`src/design/tpcc_defs.svh`:
```
// Register offsets, field positions, reset values and limits of the timer core.
// Assumes a byte-addressed APB slave with one 32-bit word per register.
`ifndef TPCC_DEFS_SVH
`define TPCC_DEFS_SVH

`define TPCC_SC_OFS      8'h00
`define TPCC_CNTL_OFS    8'h04
`define TPCC_CNTH_OFS    8'h08
`define TPCC_MOD_OFS     8'h0C
`define TPCC_CSC_OFS     8'h10
`define TPCC_CV_OFS      8'h14
`define TPCC_PDAT_OFS    8'h18
`define TPCC_PDIR_OFS    8'h1C
`define TPCC_PPUL_OFS    8'h20

`define TPCC_SC_FLAG     7
`define TPCC_SC_IE       6
`define TPCC_SC_CENTER_ALIGNED_PWM     5
`define TPCC_SC_CLK_HI   4
`define TPCC_SC_CLK_LO   3
`define TPCC_SC_PS_HI    2
`define TPCC_SC_PS_LO    0
`define TPCC_CSC_FLAG    7
`define TPCC_CSC_IE      6
`define TPCC_CSC_MS_HI   5
`define TPCC_CSC_MS_LO   4
`define TPCC_CSC_ELS_HI  3
`define TPCC_CSC_ELS_LO  2

`define TPCC_CNT_RST     16'h0000
`define TPCC_MOD_RST     16'h0000
`define TPCC_CV_RST      16'h0000
`define TPCC_PRE_RST     7'h00
`define TPCC_PORT_RST    2'h0
`define TPCC_FREE_LIM    16'hFFFF

`endif

```
`src/design/tpcc_pkg.sv`:
```
// Types shared by the timer core and its bench.
// Assumes nothing beyond a SystemVerilog compiler.
package tpcc_pkg;

	typedef enum logic [1:0] {
		TPCC_CLK_OFF = 2'b00,
		TPCC_CLK_BUS = 2'b01,
		TPCC_CLK_FIX = 2'b10,
		TPCC_CLK_EXT = 2'b11
	} tpcc_clk_t;

	typedef enum logic [1:0] {
		TPCC_MS_CAP  = 2'b00,
		TPCC_MS_CMP  = 2'b01,
		TPCC_MS_PWM  = 2'b10,
		TPCC_MS_PWM2 = 2'b11
	} tpcc_mode_t;

	typedef enum logic {
		TPCC_UP   = 1'b0,
		TPCC_DOWN = 1'b1
	} tpcc_dir_t;

	typedef struct packed {
		logic        psel;
		logic        penable;
		logic        pwrite;
		logic [7:0]  paddr;
		logic [31:0] pwdata;
	} tpcc_apb_req_t;

endpackage

```
`src/design/tpcc_top.sv`:
```
// Single-channel 16-bit timer with prescaler, capture, compare, PWM and pin routing.
// Assumes an APB master on REF_CLK and asynchronous pins for the clocks and channel.
//
// Notes on behaviour
// In capture mode the channel input comes from port_a_bit5.
// In compare or PWM mode the channel output drives port_a_bit4.
// With the timer disabled both pins stay under plain port control.
// Prescaler divides the selected clock by 1, 2, 4 up to 128.
// 16-bit counter runs free, wraps at modulo, or counts up/down centred.
// Modulo 0x0000 or 0xFFFF gives the full 16-bit free-running range.
// Reading the counter never disturbs the counting sequence.
// Any write to either counter byte clears the counter.
// The channel is capture, compare or buffered edge PWM, independently.
// Capture triggers on rising, falling or either edge.
// A compare match sets, clears or toggles the output pin.
// Software chooses the PWM output polarity.
// Buffered centre-aligned PWM applies to all channels together.
// One request per channel plus one terminal-count request.
// After reset the timer is off and pins are inputs, pullups off.
// Clock select 1:1 drives prescaler and counter from the external pin.
// The external clock is synchronised to the bus clock first.
// The external clock stays below half, ideally a quarter, of bus rate.
// Software sets edge select to 0:0 when the pin is the clock.
// Compare still works as a software timer without any pin action.
// While the timer owns a pin, port data and direction are ignored.
// With no pin function needed the pin returns to port control.
// Clock select 0:0 off, 0:1 bus, 1:0 fixed clock, 1:1 external.
// The 3-bit prescale select follows clock selection for every source.
// Reading one counter byte latches both until the other is read.
// The counter advances only on bus cycles carrying a prescaler tick.
//
// Added by the designer: the APB slave port and the placing of the registers.

`include "tpcc_defs.svh"

module tpcc_top (
	input  wire logic                    REF_CLK,
	input  wire logic                    NRST,
	input  wire tpcc_pkg::tpcc_apb_req_t APB_REQ,
	output logic [31:0]                  PRDATA,
	output logic                         PREADY,
	output logic                         PSLVERR,
	input  wire logic                    FIXED_CLK_IN,
	input  wire logic                    EXT_CLK_IN,
	input  wire logic                    PA4_I,
	output logic                         PA4_O,
	output logic                         PA4_OE,
	input  wire logic                    PA5_I,
	output logic                         PA5_O,
	output logic                         PA5_OE,
	output logic [1:0]                   PULLUP_EN,
	output logic                         IRQ_CHANNEL,
	output logic                         IRQ_OVERFLOW
);
	import tpcc_pkg::*;

	// ------------------------------------------------------------------
	// Helpers
	// ------------------------------------------------------------------
	function automatic logic f_rise(input logic now, input logic prev);
		f_rise = now & ~prev;
	endfunction

	function automatic logic [15:0] f_lim(input logic [15:0] m);
		f_lim = (m == 16'h0000) ? `TPCC_FREE_LIM : m;
	endfunction

	function automatic logic [6:0] f_mask(input logic [2:0] s);
		f_mask = 7'((8'h01 << s) - 8'h01);
	endfunction

	// ------------------------------------------------------------------
	// State
	// ------------------------------------------------------------------
	logic        fix_s1_r, fix_s2_r, fix_s3_r;
	logic        ext_s1_r, ext_s2_r, ext_s3_r;
	logic        pa5_s1_r, pa5_s2_r, pa5_s3_r;
	logic        pa4_s1_r, pa4_s2_r;
	logic        toie_r, center_aligned_pwm_r;
	tpcc_clk_t   clks_r;
	logic [2:0]  ps_r;
	logic        chie_r;
	tpcc_mode_t  ms_r;
	logic [1:0]  els_r;
	logic [15:0] mod_r, cnt_r, cv_r, cv_act_r, cnt_buf_r;
	tpcc_dir_t   dir_r;
	logic [6:0]  pre_r;
	logic        ovf_flag_r, ovf_arm_r, ch_flag_r, ch_arm_r;
	logic        cnt_lat_r, lat_hi_r, ch_out_r;
	logic [1:0]  pdat_r, pdir_r, ppul_r;
	logic [31:0] prdata_r;

	// ------------------------------------------------------------------
	// APB decode
	// ------------------------------------------------------------------
	wire        setup    = APB_REQ.psel & ~APB_REQ.penable;
	wire        acc      = APB_REQ.psel & APB_REQ.penable;
	wire        wr       = acc & APB_REQ.pwrite;
	wire        rd       = acc & ~APB_REQ.pwrite;
	wire [31:0] wd       = APB_REQ.pwdata;
	wire        sel_sc   = APB_REQ.paddr == `TPCC_SC_OFS;
	wire        sel_cl   = APB_REQ.paddr == `TPCC_CNTL_OFS;
	wire        sel_ch   = APB_REQ.paddr == `TPCC_CNTH_OFS;
	wire        sel_mod  = APB_REQ.paddr == `TPCC_MOD_OFS;
	wire        sel_csc  = APB_REQ.paddr == `TPCC_CSC_OFS;
	wire        sel_cv   = APB_REQ.paddr == `TPCC_CV_OFS;
	wire        sel_pdat = APB_REQ.paddr == `TPCC_PDAT_OFS;
	wire        sel_pdir = APB_REQ.paddr == `TPCC_PDIR_OFS;
	wire        sel_ppul = APB_REQ.paddr == `TPCC_PPUL_OFS;
	wire        hit      = sel_sc | sel_cl | sel_ch | sel_mod | sel_csc | sel_cv
	                     | sel_pdat | sel_pdir | sel_ppul;
	wire        cnt_wr   = wr & (sel_cl | sel_ch);
	wire        sel_cnt  = sel_cl | sel_ch;

	assign PREADY  = 1'b1;
	assign PSLVERR = acc & ~hit;
	assign PRDATA  = prdata_r;

	// ------------------------------------------------------------------
	// Clock source and prescaler
	// ------------------------------------------------------------------
	wire        ten      = clks_r != TPCC_CLK_OFF;
	wire        fix_rise = f_rise(fix_s2_r, fix_s3_r);
	wire        ext_rise = f_rise(ext_s2_r, ext_s3_r);
	wire        src_tick = (clks_r == TPCC_CLK_BUS)
	                     | ((clks_r == TPCC_CLK_FIX) & fix_rise)
	                     | ((clks_r == TPCC_CLK_EXT) & ext_rise);
	wire [6:0]  pre_mask = f_mask(ps_r);
	wire        tick     = src_tick & ((pre_r & pre_mask) == pre_mask);

	// ------------------------------------------------------------------
	// Counter
	// ------------------------------------------------------------------
	wire [15:0] lim      = f_lim(mod_r);
	wire        at_lim   = cnt_r == lim;
	wire [15:0] cnt_inc  = cnt_r + 16'h0001;
	wire [15:0] cnt_dec  = cnt_r - 16'h0001;
	wire        turn_dn  = center_aligned_pwm_r & (dir_r == TPCC_UP) & at_lim;
	wire        turn_up  = center_aligned_pwm_r & (dir_r == TPCC_DOWN) & (cnt_r == 16'h0000);
	wire        go_down  = turn_dn | ((dir_r == TPCC_DOWN) & ~turn_up);
	wire [15:0] cnt_nxt  = ~center_aligned_pwm_r ? (at_lim ? 16'h0000 : cnt_inc)
	                     : (go_down ? cnt_dec : cnt_inc);
	wire        ovf_evt  = tick & (center_aligned_pwm_r ? turn_dn : at_lim);
	wire [15:0] cnt_view = cnt_lat_r ? cnt_buf_r : cnt_r;

	// ------------------------------------------------------------------
	// Channel
	// ------------------------------------------------------------------
	wire        cap_mode = ~center_aligned_pwm_r & (ms_r == TPCC_MS_CAP);
	wire        cmp_mode = ~center_aligned_pwm_r & (ms_r == TPCC_MS_CMP);
	wire        pwm_mode = center_aligned_pwm_r | ms_r[1];
	wire        pin_use  = ten & (els_r != 2'b00);
	wire        cap_rise = f_rise(pa5_s2_r, pa5_s3_r);
	wire        cap_fall = f_rise(pa5_s3_r, pa5_s2_r);
	wire        cap_evt  = ten & cap_mode
	                     & ((els_r[0] & cap_rise) | (els_r[1] & cap_fall));
	wire        match    = tick & (cnt_r == cv_act_r);
	wire        cmp_evt  = ten & cmp_mode & match;
	wire        pwm_on   = pin_use & pwm_mode;
	wire        ch_evt   = cap_evt | cmp_evt | (ten & pwm_mode & match);
	wire        oc_val   = (els_r == 2'b01) ? ~ch_out_r : els_r[0];
	wire        pwm_act  = ~els_r[0];
	wire        ch_out_nxt = (cmp_evt & pin_use) ? oc_val
	                       : (pwm_on & ~center_aligned_pwm_r & ovf_evt) ? pwm_act
	                       : (pwm_on & match) ? ((center_aligned_pwm_r & (dir_r == TPCC_DOWN)) ? pwm_act
	                                                                       : ~pwm_act)
	                       : ch_out_r;
	wire        cv_load  = ~(ten & pwm_mode) | ovf_evt;

	// ------------------------------------------------------------------
	// Flags
	// ------------------------------------------------------------------
	wire        ovf_clr  = wr & sel_sc & ovf_arm_r & ~wd[`TPCC_SC_FLAG];
	wire        ch_clr   = wr & sel_csc & ch_arm_r & ~wd[`TPCC_CSC_FLAG];

	assign IRQ_OVERFLOW = ovf_flag_r & toie_r;
	assign IRQ_CHANNEL  = ch_flag_r & chie_r;

	// ------------------------------------------------------------------
	// Pin routing
	// ------------------------------------------------------------------
	wire        ch_in_pin  = pin_use & cap_mode;
	wire        ch_out_pin = pin_use & ~cap_mode;

	assign PA4_O     = ch_out_pin ? ch_out_r : pdat_r[0];
	assign PA4_OE    = ch_out_pin | pdir_r[0];
	assign PA5_O     = pdat_r[1];
	assign PA5_OE    = ~ch_in_pin & pdir_r[1];
	assign PULLUP_EN = ppul_r;

	// ------------------------------------------------------------------
	// Read data, taken in the setup phase
	// ------------------------------------------------------------------
	wire [31:0] rd_val = sel_sc   ? {24'h000000, ovf_flag_r, toie_r, center_aligned_pwm_r, clks_r, ps_r}
	                   : sel_cl   ? {24'h000000, cnt_view[7:0]}
	                   : sel_ch   ? {24'h000000, cnt_view[15:8]}
	                   : sel_mod  ? {16'h0000, mod_r}
	                   : sel_csc  ? {24'h000000, ch_flag_r, chie_r, ms_r, els_r, 2'h0}
	                   : sel_cv   ? {16'h0000, cv_r}
	                   : sel_pdat ? {30'h00000000, pa5_s2_r, pa4_s2_r}
	                   : sel_pdir ? {30'h00000000, pdir_r}
	                   : sel_ppul ? {30'h00000000, ppul_r}
	                   : 32'h00000000;

	// ------------------------------------------------------------------
	// Synchronisers
	// ------------------------------------------------------------------
	always_ff @(posedge REF_CLK) begin
		if (!NRST) begin
			{fix_s1_r, fix_s2_r, fix_s3_r} <= 3'h0;
			{ext_s1_r, ext_s2_r, ext_s3_r} <= 3'h0;
			{pa5_s1_r, pa5_s2_r, pa5_s3_r} <= 3'h0;
			{pa4_s1_r, pa4_s2_r}           <= 2'h0;
		end else begin
			{fix_s1_r, fix_s2_r, fix_s3_r} <= {FIXED_CLK_IN, fix_s1_r, fix_s2_r};
			{ext_s1_r, ext_s2_r, ext_s3_r} <= {EXT_CLK_IN, ext_s1_r, ext_s2_r};
			{pa5_s1_r, pa5_s2_r, pa5_s3_r} <= {PA5_I, pa5_s1_r, pa5_s2_r};
			{pa4_s1_r, pa4_s2_r}           <= {PA4_I, pa4_s1_r};
		end
	end

	// ------------------------------------------------------------------
	// Control registers
	// ------------------------------------------------------------------
	always_ff @(posedge REF_CLK) begin
		if (!NRST) begin
			{toie_r, center_aligned_pwm_r, ps_r} <= 5'h00;
			clks_r                 <= TPCC_CLK_OFF;
			{chie_r, els_r}        <= 3'h0;
			ms_r                   <= TPCC_MS_CAP;
			mod_r                  <= `TPCC_MOD_RST;
			{pdat_r, pdir_r, ppul_r} <= {`TPCC_PORT_RST, `TPCC_PORT_RST, `TPCC_PORT_RST};
		end else if (wr) begin
			if (sel_sc) begin
				toie_r <= wd[`TPCC_SC_IE];
				center_aligned_pwm_r <= wd[`TPCC_SC_CENTER_ALIGNED_PWM];
				clks_r <= tpcc_clk_t'(wd[`TPCC_SC_CLK_HI:`TPCC_SC_CLK_LO]);
				ps_r   <= wd[`TPCC_SC_PS_HI:`TPCC_SC_PS_LO];
			end
			if (sel_csc) begin
				chie_r <= wd[`TPCC_CSC_IE];
				ms_r   <= tpcc_mode_t'(wd[`TPCC_CSC_MS_HI:`TPCC_CSC_MS_LO]);
				els_r  <= wd[`TPCC_CSC_ELS_HI:`TPCC_CSC_ELS_LO];
			end
			if (sel_mod)  mod_r  <= wd[15:0];
			if (sel_pdat) pdat_r <= wd[1:0];
			if (sel_pdir) pdir_r <= wd[1:0];
			if (sel_ppul) ppul_r <= wd[1:0];
		end
	end

	// ------------------------------------------------------------------
	// Counter, prescaler and read latch
	// ------------------------------------------------------------------
	always_ff @(posedge REF_CLK) begin
		if (!NRST) begin
			cnt_r     <= `TPCC_CNT_RST;
			pre_r     <= `TPCC_PRE_RST;
			dir_r     <= TPCC_UP;
			cnt_buf_r <= `TPCC_CNT_RST;
			cnt_lat_r <= 1'b0;
			lat_hi_r  <= 1'b0;
			prdata_r  <= 32'h00000000;
		end else begin
			if (cnt_wr) begin
				cnt_r <= `TPCC_CNT_RST;
				pre_r <= `TPCC_PRE_RST;
				dir_r <= TPCC_UP;
			end else begin
				if (src_tick) pre_r <= pre_r + 7'h01;
				if (tick) begin
					cnt_r <= cnt_nxt;
					dir_r <= turn_dn ? TPCC_DOWN : turn_up ? TPCC_UP : dir_r;
				end
				if (!center_aligned_pwm_r) dir_r <= TPCC_UP;
			end
			if (setup) prdata_r <= rd_val;
			if (cnt_wr | (wr & sel_sc)) begin
				cnt_lat_r <= 1'b0;
			end else if (setup & ~APB_REQ.pwrite & sel_cnt & ~cnt_lat_r) begin
				cnt_buf_r <= cnt_r;
				cnt_lat_r <= 1'b1;
				lat_hi_r  <= sel_ch;
			end else if (rd & cnt_lat_r & ((lat_hi_r & sel_cl) | (~lat_hi_r & sel_ch))) begin
				cnt_lat_r <= 1'b0;
			end
		end
	end

	// ------------------------------------------------------------------
	// Channel value, output and flags
	// ------------------------------------------------------------------
	always_ff @(posedge REF_CLK) begin
		if (!NRST) begin
			cv_r       <= `TPCC_CV_RST;
			cv_act_r   <= `TPCC_CV_RST;
			ch_out_r   <= 1'b0;
			ovf_flag_r <= 1'b0;
			ovf_arm_r  <= 1'b0;
			ch_flag_r  <= 1'b0;
			ch_arm_r   <= 1'b0;
		end else begin
			if (cap_evt) cv_r <= cnt_r;
			else if (wr & sel_cv) cv_r <= wd[15:0];
			if (cv_load) cv_act_r <= cv_r;
			ch_out_r   <= ch_out_nxt;
			// A new event restarts the clear sequence and wins over the clear.
			ovf_flag_r <= ovf_evt | (ovf_flag_r & ~ovf_clr);
			ovf_arm_r  <= ~ovf_evt & ~(wr & sel_sc) & (ovf_arm_r | (rd & sel_sc & ovf_flag_r));
			ch_flag_r  <= ch_evt | (ch_flag_r & ~ch_clr);
			ch_arm_r   <= ~ch_evt & ~(wr & sel_csc) & (ch_arm_r | (rd & sel_csc & ch_flag_r));
		end
	end
endmodule

```
`config.mk`:
```
export PLATFORM = sky130hd
export DESIGN_NAME = tpcc_top
export DESIGN_NICKNAME = d
export VERILOG_FILES = /design/src/design/tpcc_pkg.sv /design/src/design/tpcc_top.sv
export VERILOG_INCLUDE_DIRS = /design/src /design/src/design
export SDC_FILE = /design/constraint.sdc
export NUM_CORES = 1
export LEC_CHECK = 0
export ABC_AREA = 1
export BUFFER_PORTS_ARGS = -buffer_cell sky130_fd_sc_hd__buf_2
export CAP_MARGIN = 0
export CORE_ASPECT_RATIO = 2
export CORE_MARGIN = 3
export CORE_UTILIZATION = 47
export CTS_CLUSTER_DIAMETER = 120
export DETAILED_ROUTE_END_ITERATION = 7
export GPL_TIMING_DRIVEN = 0
export HOLD_SLACK_MARGIN = 0.06
export PLACE_DENSITY = 0.66
export SYNTH_ARGS = -nofsm -noshare
export SYNTH_HDL_FRONTEND = slang
export SYNTH_SLANG_ARGS = --single-unit
```
`constraint.sdc`:
```
create_clock -name REF_CLK -period 2.2 [get_ports REF_CLK]
set_input_delay 0.44 -clock REF_CLK [delete_from_list [all_inputs] [get_ports REF_CLK]]
set_output_delay 0.44 -clock REF_CLK [all_outputs]
set_load 0.02 [all_outputs]
```
== Yosys cells after proc, flatten, opt, wreduce, memory -nomap -nowiden ==
Index checks and enable logic that the tools add are counted.
Storage, ports and cells
  flip-flop bits (word level): 156
  bits of input ports: 49
  output and inout port bits: 42
  logic and storage cells: 221
Operators by class
  $add $sub $neg: 4
  equal/unequal tests: 16
  shifts and indexed selects: 1
  mux-type cells: 27
  bitwise operators: 116
  reductions and logical operators: 21
Operators with widths (number)
  16-bit 2-to-1 mux: 13
  1-bit bitwise AND: 65
  16-bit equality test: 2
  8-bit by 5-bit equality test with 1-bit output, second input constant: 4
  16-bit zero test: 2
  1-bit NOT: 26
  1-bit bitwise OR: 24
  16-bit by 1-bit adder with 16-bit output, second input constant: 1
  8-bit by 4-bit equality test with 1-bit output, second input constant: 2
  2-bit AND reduction: 8
  16-bit by 1-bit subtractor with 16-bit output, second input constant: 1
  1-bit 2-to-1 mux: 11
  2-bit nonzero test: 5
  8-bit by 3-bit equality test with 1-bit output, second input constant: 1
  8-bit by 6-bit equality test with 1-bit output, second input constant: 1
  8-bit zero test: 1
  7-bit by 1-bit adder with 7-bit output, second input constant: 1
  7-bit bitwise AND: 1
  7-bit equality test: 1
  1-bit by 3-bit << shifter with 7-bit output, first input constant: 1
  7-bit by 1-bit subtractor with 7-bit output, second input constant: 1
  2-bit by 1-bit equality test with 1-bit output, second input constant: 3
  2-bit 2-to-1 mux: 3
  2-bit equality test, second input constant: 2
  4 further kinds: 5

== Longest topological paths before layout ==
  depth after elaboration: 13
  mapped depth: 18
  depth with buffers taken out: 17

== Least setup slack after synthesis ==
No wires, ideal clock.
  path kind: input -> output
  start: in APB_REQ[39] in the netlist's numbering
  end: out PSLVERR
  data arrival time: 1.706 ns
  data required time: 1.760 ns
  setup slack: 0.054 ns
  cell stages on the path: 7
  buffers on the path: 1
  cell sequence: nor2_1 nand3_1 nor3_1 inv_2 clkbuf_1 nand4_1 nor3_1
Between the ends
  word-level cells in the longest chain between the ends: 11
  elaborated cells between the ends (all ways): 19
  classes of those cells: 8 x eq/ne; 10 x bitwise; 1 x reduce/logical
RTL lines
  start, declared: line tpcc_top.sv:39  | input wire tpcc_pkg::tpcc_apb_req_t APB_REQ,
  8-bit by 3-bit equality test with 1-bit output (no line) or 8-bit zero test (tied branches)
  1-bit bitwise OR (5 in a row): line tpcc_top.sv:110  | wire hit = sel_sc | sel_cl | sel_ch | sel_mod | sel_csc | sel_cv
  1-bit bitwise OR (2 in a row): line tpcc_top.sv:111  | | sel_pdat | sel_pdir | sel_ppul;
  1-bit bitwise OR (*): line tpcc_top.sv:111
  1-bit NOT (*): line tpcc_top.sv:116  | assign PSLVERR = acc & ~hit;
  1-bit bitwise AND (*): line tpcc_top.sv:116
  end, declared: line tpcc_top.sv:42  | output logic PSLVERR,
Mark *: on every way between the ends. The rest lies on a longest branch, timed or not.

== Worst setup path in the final report ==
  start: reg mod_r[4]
  end: reg cnt_r[11]
Between the ends
  word-level cells in the longest chain between the ends: 7
  elaborated cells between the ends (all ways): 8
  classes of those cells: 1 x eq/ne; 4 x mux; 2 x bitwise; 1 x reduce/logical
RTL lines
  start, declared: line tpcc_top.sv:85  | logic [15:0] mod_r, cnt_r, cv_r, cv_act_r, cnt_buf_r;
  start signal, assigned: line tpcc_top.sv:231  | mod_r <= `TPCC_MOD_RST;
  start signal, assigned: line tpcc_top.sv:245  | if (sel_mod) mod_r <= wd[15:0];
  16-bit zero test: line tpcc_top.sv:65  | f_lim = (m == 16'h0000) ? `TPCC_FREE_LIM : m;
  16-bit 2-to-1 mux (*): line tpcc_top.sv:65
  16-bit equality test (*): line tpcc_top.sv:135  | wire at_lim = cnt_r == lim;
  1-bit bitwise AND: line tpcc_top.sv:138  | wire turn_dn = center_aligned_pwm_r & (dir_r == TPCC_UP) & at_lim;
  1-bit bitwise OR: line tpcc_top.sv:140  | wire go_down = turn_dn | ((dir_r == TPCC_DOWN) & ~turn_up);
  16-bit 2-to-1 mux: line tpcc_top.sv:142  | : (go_down ? cnt_dec : cnt_inc);
  16-bit 2-to-1 mux (*): line tpcc_top.sv:141  | wire [15:0] cnt_nxt = ~center_aligned_pwm_r ? (at_lim ? 16'h0000 : cnt_inc)
  end signal, assigned: line tpcc_top.sv:257  | cnt_r <= `TPCC_CNT_RST;
  end signal, assigned: line tpcc_top.sv:266  | cnt_r <= `TPCC_CNT_RST;
  end signal, assigned: line tpcc_top.sv:272  | cnt_r <= cnt_nxt;
  end, declared: line tpcc_top.sv:85
Marks and branches as above.
A chain may end at the register's enable or synchronous reset.

==> results.yml <==
pwr:
  vdd_ir_drop_max_v: 0.0005503
  total_leakage_power_nw: 4.514
  power_density_nw_per_um2: 581.4
  power_mw: 6.186
global_route:
  met1_usage: 0.3396
  grt-busiest-layer: "met2"
  grtUsageMet3: 0.05419
  antenna_found_initial: 0
  grtUsageMet2: 0.6234
  grt_pass1_vias: 8673
  grt_start_max_net_pins: 17
  grt_use_total: 0.3498
  grt_pass1_wl_um: 48980
  overflow: 0
timing:
  setup_viol: 31
  tightest_slew_ns: 0.6919
  drv_slew: 0
  skew_ns: 0.01299
  fin_crit_sh: 1.090
  max_clock_freq_ghz: 0.4171
  hold_violations: 0
  fin_crit_ns: 2.397
  rsz0062_at_grt: "true"
  layout_setup_ws_ns: -0.1975
  slew_headroom: 0.5387
yosys:
  synth_warnings: 0
  ys_types: 46
  syn_area_um2: 8013
  syn_inst: 1190
  synth_seq_cells: 140
  synth_area_leaders: "dfxtp_1 (35%), nand2_1 (9.5%), a21oi_1 (7.6%)"
  synth_top_area_frac: 0.3498
  synth-main-ff-cell: "dfxtp_1"
  yosysMostFrequentCell: "nand2_1"
  synth_largest_area_cell: "dfxtp_1"
  ys_top_cells_by_count: "nand2_1 (203), dfxtp_1 (140), nor2_1 (140), a21oi_1 (121), inv_1 (116)"
  avgSynthCellArea_um2: 6.733
  ys_seq_area_frac: 0.3498
  async_flop_share: 0
  synth-edff-count: 0
layout:
  antenna_cells: 0
  fin_nets: 1384
  stdcell_count: 1549
  drive_gt1_frac: 0.3063
  area_delta_synth_final_pct: 32.79
  fillers: 1498
run_status:
  status: "complete, but fails checks"
  violations: "negative setup slack"
route:
  wl_um: 33710
  wl_per_cell_um: 21.76
  routed-via-count: 8985
  viasPerCell: 5.801
  drt-initial-drc-count: 578
  drt-pass1-iter-count: 5
  drcViolationCount: 0
  ant_nets: 0
setup_path:
  critical_path.max_fanout: 7
  cpMostUsedCell: "nand2_2"
  rrSetupSlack_ns: -0.20
  crit_path_end_kind: "flop"
  critPathRequiredTime_ns: 2.53
  crit_chain: "nor2_2 -> nand2_2 -> nor2_4 -> nand2_8 -> buf_8 -> nand3_2 -> nand2_2 -> nor2_2 -> nand2_2 -> nor2_4 -> nand3_4 -> nand2_8 -> buf_12 -> buf_8 -> nand3b_1 -> nand3_2 -> a21oi_2"
  crit_start: "mod_r[4]"
  r2r-start: "mod_r[4]"
  critPathLaunchType: "flop"
  arrival_ns: 2.72
  critPathKind: "flop to flop"
  r2r-end: "cnt_r[11]"
  ff2ff_path_depth: 17
  slowest_stage: "dfxtp_2"
  endpoint: "cnt_r[11]"
  critPathMaxStageDelay_ns: 0.33
clock_tree:
  cts_buffers: 17
  insertion_delay_ns: 0.43
  clockBufferDepth: 2
  htreeDepth: 4
  clk_pin_slew_ns: 0.07
  clock_sinks: 140
  cts_root_buf: "clkbuf_16"
  tritoncts: "built"
placed_design:
  gp_congestion: 1.004
  io_buffer_count: 56
  numPlacedInstances: 1465
  preCtsSetupSlack_ns: -0.7081
  dp_hpwl_um: 23750
floorplan:
  dieArea_um2: 18750
  die_y_um: 190.7
  start_util: 0.4852
  die_width_um: 98.33
  core-area_um2: 16520
  io_pins: 91
  rows: 66
worst_hold_path:
  hp-class: "input port to flop"
flow_run:
  maxCapViolations: 0
## metrics by stage
stage / utilization / hold WS (ns) / instance area [µm²] / TNS, ns
2_1_floorplan: - / 0.3905 / 8069 / 0
3_3_place_gp: 0.5210 / 0.3930 / 8605 / -45.32
3_5_place_dp: 0.5210 / 0.4022 / 8605 / -46.57
4_1_cts: 0.6033 / 0.1854 / 9965 / -1.705
5_1_grt: 0.6442 / 0.2058 / 10640 / -7.060
6_report: 0.6442 / 0.1908 / 10640 / -3.244
## logic make-up after synthesis
logic type,count (synthesis),share of synthesized area
AO/OA/AOI/OAI,300,0.2025
other,2,0.0009373
adder cells (fa/ha/maj),3,0.004685
multiplexers,1,0.001249
flip-flops,140,0.3498
AND/OR/NAND/NOR,497,0.2872
XOR/XNOR,33,0.03607
buffers and inverters,214,0.1176
## cells in the final DEF (no fill, tap or decap), types with 14 or more instances in the layout
master / n
inv_2: 16
a21oi_1: 115
dfxtp_2: 15
inv_1: 102
xor2_1: 28
nor3_1: 14
conb_1: 17
o21ai_0: 113
nor2_1: 109
nand3_2: 29
clkbuf_16: 19
a21oi_2: 15
nor2_2: 26
nand2_2: 39
nand3_1: 33
dfxtp_1: 123
nor2_4: 19
clkbuf_1: 24
nand2_1: 167
o21ai_1: 18
buf_2: 62
buf_4: 66
## registers in the layout, indices dropped and copies added (netlist names), 3 cells and up
| signal | cells |
|---|---|
| ps_r | 3 |
| mod_r | 16 |
| cnt_buf_r | 16 |
| cv_r | 16 |
| pre_r | 7 |
| PRDATA | 16 |
| cv_act_r | 16 |
| cnt_r | 16 |
## routing by layer
layer | vias to the layer above | share of wire
met5 | - | 0
met4 | 0 | 0.12
met3 | 215 | 0.070
met2 | 495 | 0.50
met1 | 4110 | 0.31
li1 | 4165 | -
## worst max-delay path, delay by kind of cell (launching register included)
kind | cells | cell delay, ns
buffers and inverters | 3 | 0.43
DFF | 1 | 0.33
AOI/OAI and AO/OA | 1 | 0.05
and+or+nand+nor | 13 | 1.49
## timing repair
action,in CTS,in global routing
resized for setup,115,144
setup buffers,31,21
pin swaps,30,64
setup endpoints to repair,68,75
hold buffers,0,0
gates cloned,4,2
## report_power, final
group / switching, mW / internal, mW / total, mW
logic: 0.211 / 0.0930 / 0.304
registers: 0.00544 / 2.54 / 2.55
clock network: 1.21 / 2.13 / 3.33
## area by class of cell
class | count | area, µm² | area share
tap | 204 | 255.2 | 0.02399
sequential | 140 | 2829 | 0.2659
multi-input combinational | 851 | 4985 | 0.4685
timing repair buffer | 112 | 853.3 | 0.08020
clock inverter | 15 | 242.7 | 0.02281
buffer | 73 | 491.7 | 0.04621
inverter | 137 | 558.0 | 0.05245
clock buffer | 17 | 425.4 | 0.03998
## how the worst min path moves through the flow
| stage | start | cells past startpoint | to |
|---|---|---|---|
| global placement | pa4_s1_r | 2 | pa4_s2_r |
| floorplan | ext_s1_r | 2 | ext_s2_r |
| global route | EXT_CLK_IN | 3 | ext_s1_r |
| CTS | PA4_I | 3 | pa4_s1_r |
| detailed placement | pa5_s1_r | 2 | pa5_s2_r |
| finish | FIXED_CLK_IN | 3 | fix_s1_r |
Note: power is estimated with default switching activity, not from simulation.
